[src/design/imm_decode_params.svh]
`ifndef IMM_DECODE_PARAMS_SVH
`define IMM_DECODE_PARAMS_SVH

// ==========================================================================
// Opcode field positions and codes
// ==========================================================================
`define OPC_UPPER6_MSB      15
`define OPC_UPPER6_LSB      10
`define OPC_LOAD_LO         6'h00
`define OPC_LOAD_HI         6'h01
`define OPC_STORE           6'h02
`define OPC_BYTE_TOP2       2'h2
`define OPC_SHIFT_TOP4      4'hc
`define OPC_COND_MSB        14
`define OPC_COND_LSB        11
`define COND_ALWAYS         4'hf
`define OFFSET_MSB          3
`define BRANCH_IMM_MSB      4
`define JUMP_IMM_MSB        5
`define BYTE_IMM_MSB        7

`endif

[src/design/imm_decode_pkg.sv]
package imm_decode_pkg;

  typedef enum logic [3:0] {
    dec_none,
    mem_load_offset,
    mem_load_offset_upper,
    mem_store_offset,
    mem_store_offset_upper,
    branch_short,
    branch_short_always,
    load_byte_literal,
    shift_by_literal
  } op_class_e;

  typedef struct packed {
    logic        mem_read;
    logic        mem_write;
    logic        write_upper;
    logic        read_upper;
    logic [15:0] mem_addr;
    logic        a_write;
    logic [31:0] a_value;
    logic        pc_load;
    logic [15:0] pc_next;
  } ctrl_s;

endpackage

[src/design/immediate_opcode_decoder.sv]
`include "imm_decode_params.svh"

module immediate_opcode_decoder
(
  input  wire logic                 core_clk_i,
  input  wire logic                 rst_i,
  input  wire logic                 instr_valid_i,
  input  wire logic [15:0]          instr_i,
  input  wire logic                 store_upper_i,
  input  wire logic [31:0]          operand_a_i,
  input  wire logic [31:0]          operand_b_i,
  input  wire logic [15:0]          pc_i,
  input  wire logic [15:0]          mem_rdata_i,
  output logic                      ctrl_valid_o,
  output imm_decode_pkg::ctrl_s     ctrl_o,
  output imm_decode_pkg::op_class_e op_class_o,
  output logic [15:0]               mem_wdata_o
);

  // ==========================================================================
  // Decode
  // ==========================================================================
  imm_decode_pkg::op_class_e next_class;
  logic [5:0]                upper6;
  logic [3:0]                cond;
  logic                      cond_true;
  logic [15:0]               offset_addr;

  assign upper6      = instr_i[`OPC_UPPER6_MSB:`OPC_UPPER6_LSB];
  assign cond        = instr_i[`OPC_COND_MSB:`OPC_COND_LSB];
  assign offset_addr = operand_b_i[15:0] + {12'h000, instr_i[`OFFSET_MSB:0]};

  // Condition codes: bit3 selects A-vs-B against A-vs-zero, bits2:0 are gt/lt/eq
  function automatic logic cond_eval(input logic [3:0] c, input logic [31:0] a,
                                     input logic [31:0] b);
    logic gt;
    logic lt;
    logic eq;
    gt = 1'b0;
    lt = 1'b0;
    eq = 1'b0;
    if (c[3])
    begin
      gt = a > b;
      lt = $signed(a) < $signed(b);
      eq = a == b;
    end
    else
    begin
      gt = $signed(a) > 0;
      lt = $signed(a) < 0;
      eq = a == 32'h0000_0000;
    end
    cond_eval = (c[2] & gt) | (c[1] & lt) | (c[0] & eq);
  endfunction

  assign cond_true = cond_eval(cond, operand_a_i, operand_b_i);

  always_comb
  begin
    next_class = imm_decode_pkg::dec_none;
    if (upper6 == `OPC_LOAD_LO)
      next_class = imm_decode_pkg::mem_load_offset;
    else if (upper6 == `OPC_LOAD_HI)
      next_class = imm_decode_pkg::mem_load_offset_upper;
    else if (upper6 == `OPC_STORE)
      // Both stores share one code; the core's extended flag picks the half
      next_class = store_upper_i ? imm_decode_pkg::mem_store_offset_upper
                                 : imm_decode_pkg::mem_store_offset;
    else if (!instr_i[15] && cond == `COND_ALWAYS)
      next_class = imm_decode_pkg::branch_short_always;
    else if (!instr_i[15] && cond[2:0] != 3'h0)
      next_class = imm_decode_pkg::branch_short;
    else if (instr_i[15:14] == `OPC_BYTE_TOP2)
      next_class = imm_decode_pkg::load_byte_literal;
    else if (instr_i[15:12] == `OPC_SHIFT_TOP4)
      next_class = imm_decode_pkg::shift_by_literal;
  end

  // ==========================================================================
  // Control generation
  // ==========================================================================
  imm_decode_pkg::ctrl_s next_ctrl;
  logic signed [5:0]     shamt;
  logic [15:0]           next_wdata;

  assign shamt = $signed(instr_i[`JUMP_IMM_MSB:0]);

  always_comb
  begin
    next_ctrl   = '0;
    next_wdata  = 16'h0000;
    case (next_class)
      imm_decode_pkg::mem_load_offset:
      begin
        next_ctrl.mem_read = 1'b1;
        next_ctrl.mem_addr = offset_addr;
        next_ctrl.a_write  = 1'b1;
        next_ctrl.a_value  = {{16{mem_rdata_i[15]}}, mem_rdata_i};
      end
      imm_decode_pkg::mem_load_offset_upper:
      begin
        next_ctrl.mem_read   = 1'b1;
        next_ctrl.read_upper = 1'b1;
        next_ctrl.mem_addr   = offset_addr;
        next_ctrl.a_write    = 1'b1;
        next_ctrl.a_value    = {mem_rdata_i, operand_a_i[15:0]};
      end
      imm_decode_pkg::mem_store_offset:
      begin
        next_ctrl.mem_write = 1'b1;
        next_ctrl.mem_addr  = offset_addr;
        next_wdata          = operand_a_i[15:0];
      end
      imm_decode_pkg::mem_store_offset_upper:
      begin
        next_ctrl.mem_write   = 1'b1;
        next_ctrl.write_upper = 1'b1;
        next_ctrl.mem_addr    = offset_addr;
        next_wdata            = operand_a_i[31:16];
      end
      imm_decode_pkg::branch_short:
      begin
        next_ctrl.pc_load = cond_true;
        next_ctrl.pc_next = pc_i + {{11{instr_i[`BRANCH_IMM_MSB]}},
                                    instr_i[`BRANCH_IMM_MSB:0]};
      end
      imm_decode_pkg::branch_short_always:
      begin
        next_ctrl.pc_load = 1'b1;
        next_ctrl.pc_next = pc_i + {{10{instr_i[`JUMP_IMM_MSB]}},
                                    instr_i[`JUMP_IMM_MSB:0]};
      end
      imm_decode_pkg::load_byte_literal:
      begin
        next_ctrl.a_write = 1'b1;
        next_ctrl.a_value = {{24{instr_i[`BYTE_IMM_MSB]}},
                             instr_i[`BYTE_IMM_MSB:0]};
      end
      imm_decode_pkg::shift_by_literal:
      begin
        next_ctrl.a_write = 1'b1;
        // Negative amounts shift right, keeping the sign
        if (shamt < 0)
          next_ctrl.a_value = 32'($signed(operand_a_i) >>> (-shamt));
        else
          next_ctrl.a_value = operand_a_i << shamt;
      end
      default:
      begin
        next_ctrl = '0;
      end
    endcase
    if (!instr_valid_i)
    begin
      next_ctrl  = '0;
      next_wdata = 16'h0000;
    end
  end

  // ==========================================================================
  // Output registers
  // ==========================================================================
  always_ff @(posedge core_clk_i)
  begin
    if (rst_i)
    begin
      ctrl_o      <= '0;
      mem_wdata_o <= 16'h0000;
    end
    else
    begin
      ctrl_o      <= next_ctrl;
      mem_wdata_o <= next_wdata;
    end
  end

  always_ff @(posedge core_clk_i)
  begin
    if (rst_i)
    begin
      ctrl_valid_o <= 1'b0;
      op_class_o   <= imm_decode_pkg::dec_none;
    end
    else
    begin
      ctrl_valid_o <= instr_valid_i;
      op_class_o   <= instr_valid_i ? next_class : imm_decode_pkg::dec_none;
    end
  end

  // ==========================================================================
  // Checks
  // ==========================================================================
  a_load_reads_mem: assert property (@(posedge core_clk_i) disable iff (rst_i)
    instr_valid_i && upper6 == `OPC_LOAD_LO |=> ctrl_o.mem_read && ctrl_o.a_write
      && ctrl_o.mem_addr == $past(offset_addr))
    else $error("load offset not decoded");

  a_upper_load_keeps: assert property (@(posedge core_clk_i) disable iff (rst_i)
    instr_valid_i && upper6 == `OPC_LOAD_HI |=>
      ctrl_o.a_value == {$past(mem_rdata_i), $past(operand_a_i[15:0])})
    else $error("upper load value wrong");

  a_store_low_half: assert property (@(posedge core_clk_i) disable iff (rst_i)
    instr_valid_i && upper6 == `OPC_STORE && !store_upper_i |=>
      ctrl_o.mem_write && mem_wdata_o == $past(operand_a_i[15:0]))
    else $error("low store data wrong");

  a_store_high_half: assert property (@(posedge core_clk_i) disable iff (rst_i)
    instr_valid_i && upper6 == `OPC_STORE && store_upper_i |=>
      ctrl_o.write_upper && mem_wdata_o == $past(operand_a_i[31:16]))
    else $error("high store data wrong");

  a_branch_cond: assert property (@(posedge core_clk_i) disable iff (rst_i)
    instr_valid_i && next_class == imm_decode_pkg::branch_short |=>
      ctrl_o.pc_load == $past(cond_true))
    else $error("branch condition mismatch");

  a_ne_zero_test: assert property (@(posedge core_clk_i) disable iff (rst_i)
    instr_valid_i && !instr_i[15] && cond == 4'h6 && operand_a_i == 32'h0 |=>
      !ctrl_o.pc_load)
    else $error("not-zero test taken on zero");

  a_jump_always: assert property (@(posedge core_clk_i) disable iff (rst_i)
    instr_valid_i && !instr_i[15] && cond == `COND_ALWAYS |=> ctrl_o.pc_load
      && ctrl_o.pc_next == $past(pc_i) + {{10{$past(instr_i[5])}}, $past(instr_i[5:0])})
    else $error("unconditional jump wrong");

  a_byte_literal: assert property (@(posedge core_clk_i) disable iff (rst_i)
    instr_valid_i && instr_i[15:14] == `OPC_BYTE_TOP2 |=>
      ctrl_o.a_write && ctrl_o.a_value[31:7] == {25{$past(instr_i[7])}})
    else $error("byte literal not sign extended");

  a_shift_zero: assert property (@(posedge core_clk_i) disable iff (rst_i)
    instr_valid_i && instr_i[15:12] == `OPC_SHIFT_TOP4 && instr_i[5:0] == 6'h00 |=>
      ctrl_o.a_value == $past(operand_a_i))
    else $error("zero shift altered A");

endmodule

[config.mk]
export PLATFORM = sky130hd
export DESIGN_NAME = immediate_opcode_decoder
export DESIGN_NICKNAME = d
export VERILOG_FILES = /design/src/design/imm_decode_pkg.sv /design/src/design/immediate_opcode_decoder.sv
export VERILOG_INCLUDE_DIRS = /design/src /design/src/design
export SDC_FILE = /design/constraint.sdc
export NUM_CORES = 1
export LEC_CHECK = 0
export ABC_AREA = 1
export BUFFER_PORTS_ARGS = -buffer_cell sky130_fd_sc_hd__buf_2
export CORE_ASPECT_RATIO = 0.8
export CORE_MARGIN = 4
export CORE_UTILIZATION = 31
export CTS_CLUSTER_DIAMETER = 80
export CTS_CLUSTER_SIZE = 10
export DETAILED_ROUTE_END_ITERATION = 12
export GPL_ROUTABILITY_DRIVEN = 0
export GPL_TIMING_DRIVEN = 1
export SETUP_SLACK_MARGIN = 0.5
export SLEW_MARGIN = 20
export SYNTH_ARGS = -nofsm -noshare
export SYNTH_HDL_FRONTEND = slang
export SYNTH_SLANG_ARGS = --single-unit
export TNS_END_PERCENT = 20
[constraint.sdc]
create_clock -name core_clk_i -period 3.03 [get_ports core_clk_i]
set_input_delay 0.606 -clock core_clk_i [delete_from_list [all_inputs] [get_ports core_clk_i]]
set_output_delay 0.606 -clock core_clk_i [all_outputs]
set_load 0.02 [all_outputs]
==> key figures <==
Routing
  – Routed wire length: 37000 um
  – Vias after detailed routing: between 10k and 15k
  – DRC: 0
  – Drt pass-1 iters: 7
  – DR vias/cell: 5.29
  – Routed len/inst: 18.4 um
  – ANT nets after route: 0
  – Initial DRC count: around 1.7k

Floorplan
  – # IOs: 207
  – Initial Utilization: 0.315
  – Core area: 0.0284 mm^2
  – Row count: 55
  – Die ar.: 0.0316 mm^2
  – Die W: around 200 um
  – Die boundary height: 160 um

Logic synthesis
  – Yosys cell types: 57
  – Syn_nets: 1632
  – Top_reg_cell synth: dfxtp_1
  – Share of the synthesized area in the top cell type: 0.204
  – Avg Synthesized Cell Area: 6.12 um^2
  – Yosys reg bits: 91
  – Async set-reset flop share out of synthesis: 0
  – Post-Syn Instances: between 1k and 1.5k
  – Area leader, netlist: dfxtp_1
  – Mapped cell area: between 0.008 and 0.009 mm^2
  – Top post-synthesis cells by count: nand2_1 (397), nand3_1 (189), inv_1 (126)
  – Top cells by area, synth: dfxtp_1 (20%), nand2_1 (17%), nand3_1 (11%)
  – Post-synth EDFFs: 0
  – Count leader, synth: nand2_1
  – Syn. warnings: 0
  – Sequential share of the synthesized area: 0.204

Critical path
  – CP Launch Type: input port
  – Critical Path RT: 3.27 ns
  – Worst Setup SP: instr_i[15]
  – Worst-path maximum fanout: 4
  – WS Path Type: input port to register
  – Critical Path Sink: ctrl_o[13]$_SDFF_PP0_
  – Critical Path End Type: register
  – Arr. time, crit path: 2.73 ns

Timing
  – Max Slew Vio Count: 0
  – Slew headroom: 0.541
  – Final min period: 2.49 ns
  – Final worst-path cycle share: 0.821
  – Final setup viols: 0
  – Worst slew pin tran: roughly 0.69 ns
  – RSZ-0062 raised after global routing: yes
  – TNS Setup: 0 ns
  – Hold WS: 0.504 ns
  – Final hold viol count: 0
  – Highest clock rate: 402 MHz

Placed design
  – Post-DP HPWL: a little under 30000 um
  – Placement-stage cell area: ~0.010 mm^2
  – Input/output buffers: 204
  – Inst Count DP: 1995

Clocking
  – Clock Tree Root: clkbuf_16
  – Hold Buf Count CTS: 0
  – Worst-path clk slew: 0.07 ns
  – Clock buffer depth: 2
  – TritonCTS clock tree: done
  – TritonCTS buffer count: 9
  – CTS sink cnt: 91
  – CTS H-tree depth: 3

Layout
  – Layout area overhead: 20.8%
  – Post-layout util: 0.381
  – Filler Cell Count: ~3.1k
  – Multi-input gate area: 0.00632 mm^2
  – Share of cells above drive strength 1: 0.212
  – Register Area: 0.00182 mm^2
  – Finished Layout Cells: a little over 2k
  – Fin area: 0.0108 mm^2
  – Final #Nets: 1810

Power
  – VDD IR-drop max: 0.341 mV
  – Pwr Density: between 300 and 400 mW/mm^2
  – Leakage: 5.38 nW

Global route
  – Total global-route track usage: 0.225
  – Vias in the first global route: 9445
  – Largest net degree at the start of global routing: 77
  – GRT overflow: 0
  – Initial antenna violation count: 2
  – First-pass GRT wire length: between 50000 and 60000 um

Worst hold path
  – Class of the worst hold path: input port to register
  – Hold wc startpoint: operand_b_i[15]

Run status
  – Status: finished, final reports clean

Job
  – Max-cap violation count: 0
-- through the flow --
step	setup WS [ns]	power, mW
CTS	0.518	3.92
finish	0.542	3.98
detailed placement	0.0439	2.75
global placement	0.0193	2.74
global route	0.414	4.21
floorplan	0.435	2.26
-- layer usage --
| metal | global-route usage | vias up | share of wire |
|---|---|---|---|
| met1 | 0.353 | 4694 | 0.47 |
| met2 | 0.290 | 675 | 0.37 |
| met3 | 0.0736 | 63 | 0.14 |
| li1 | - | 5226 | - |
| met5 | 0 | - | 0.00035 |
| met4 | 0.0491 | 2 | 0.022 |
-- what timing repair did --
action / CTS / global route
pin swaps: 0 / 4
setup endpoints to repair: 1 / 22
buffers inserted: 0 / 1
resized for setup: 1 / 25
cloned: 0 / 1
-- critical path, cell delays in order --
cell,delay [ns]
buf_2,0.12
inv_1,0.11
nand3_1,0.13
nor2_4,0.24
buf_4,0.17
o21ai_4,0.09
ha_1,0.32
a21oi_1,0.08
o21ai_0,0.34
nor2_1,0.09
nand2_1,0.11
a21o_1,0.14
nand2_1,0.04
nor3b_2,0.15
-- report_power, final --
group	internal, mW	total (mW)	switching [mW]
clock	0.650	1.17	0.518
combinational	0.505	1.58	1.07
sequential	1.22	1.23	0.00824
-- layout by cell type (no fill, tap or decap), drive strengths merged, types with 25 or more instances in the layout --
cell type / instances
o21ai: 111
nor2: 135
buf: 240
nand2: 401
inv: 147
ha: 54
o211ai: 25
nand3: 193
dfxtp: 91
a21oi: 125
-- state kept, by name, indices dropped and copies added (netlist names) --
register / cells
ctrl_valid_o: 1
op_class_o: 4
mem_wdata_o: 16
ctrl_o: 70
-- logic make-up after synthesis --
| logic type | count (synthesis) | synth area share |
|---|---|---|
| compound gates | 302 | 0.195 |
| mux | 10 | 0.0112 |
| flops | 91 | 0.204 |
| xor+xnor | 17 | 0.0205 |
| buf+inv | 221 | 0.105 |
| fa+ha+maj | 56 | 0.0801 |
| simple gates | 763 | 0.384 |
-- how the worst min path moves through the flow --
stage | end | slack [ns] | cells past startpoint
6_report | ctrl_o[65]$_SDFF_PP0_ | 0.50 | 3
2_1_floorplan | mem_wdata_o[12]$_SDFF_PP0_ | 0.72 | 2
4_1_cts | ctrl_o[65]$_SDFF_PP0_ | 0.49 | 3
3_5_place_dp | ctrl_o[65]$_SDFF_PP0_ | 0.87 | 3
5_1_grt | ctrl_o[65]$_SDFF_PP0_ | 0.53 | 3
3_3_place_gp | ctrl_o[65]$_SDFF_PP0_ | 0.88 | 3
-- final cells by class --
class | instances | area share
multi-input cells | 1149 | 0.585
flip-flops and latches | 91 | 0.169
repair buffers | 240 | 0.123
inverters | 147 | 0.0518
well taps | 370 | 0.0429
clock buffers | 9 | 0.0209
clock inverters | 7 | 0.00742
diodes | 1 | 0.000232
Power figures use the tool's default switching activity.
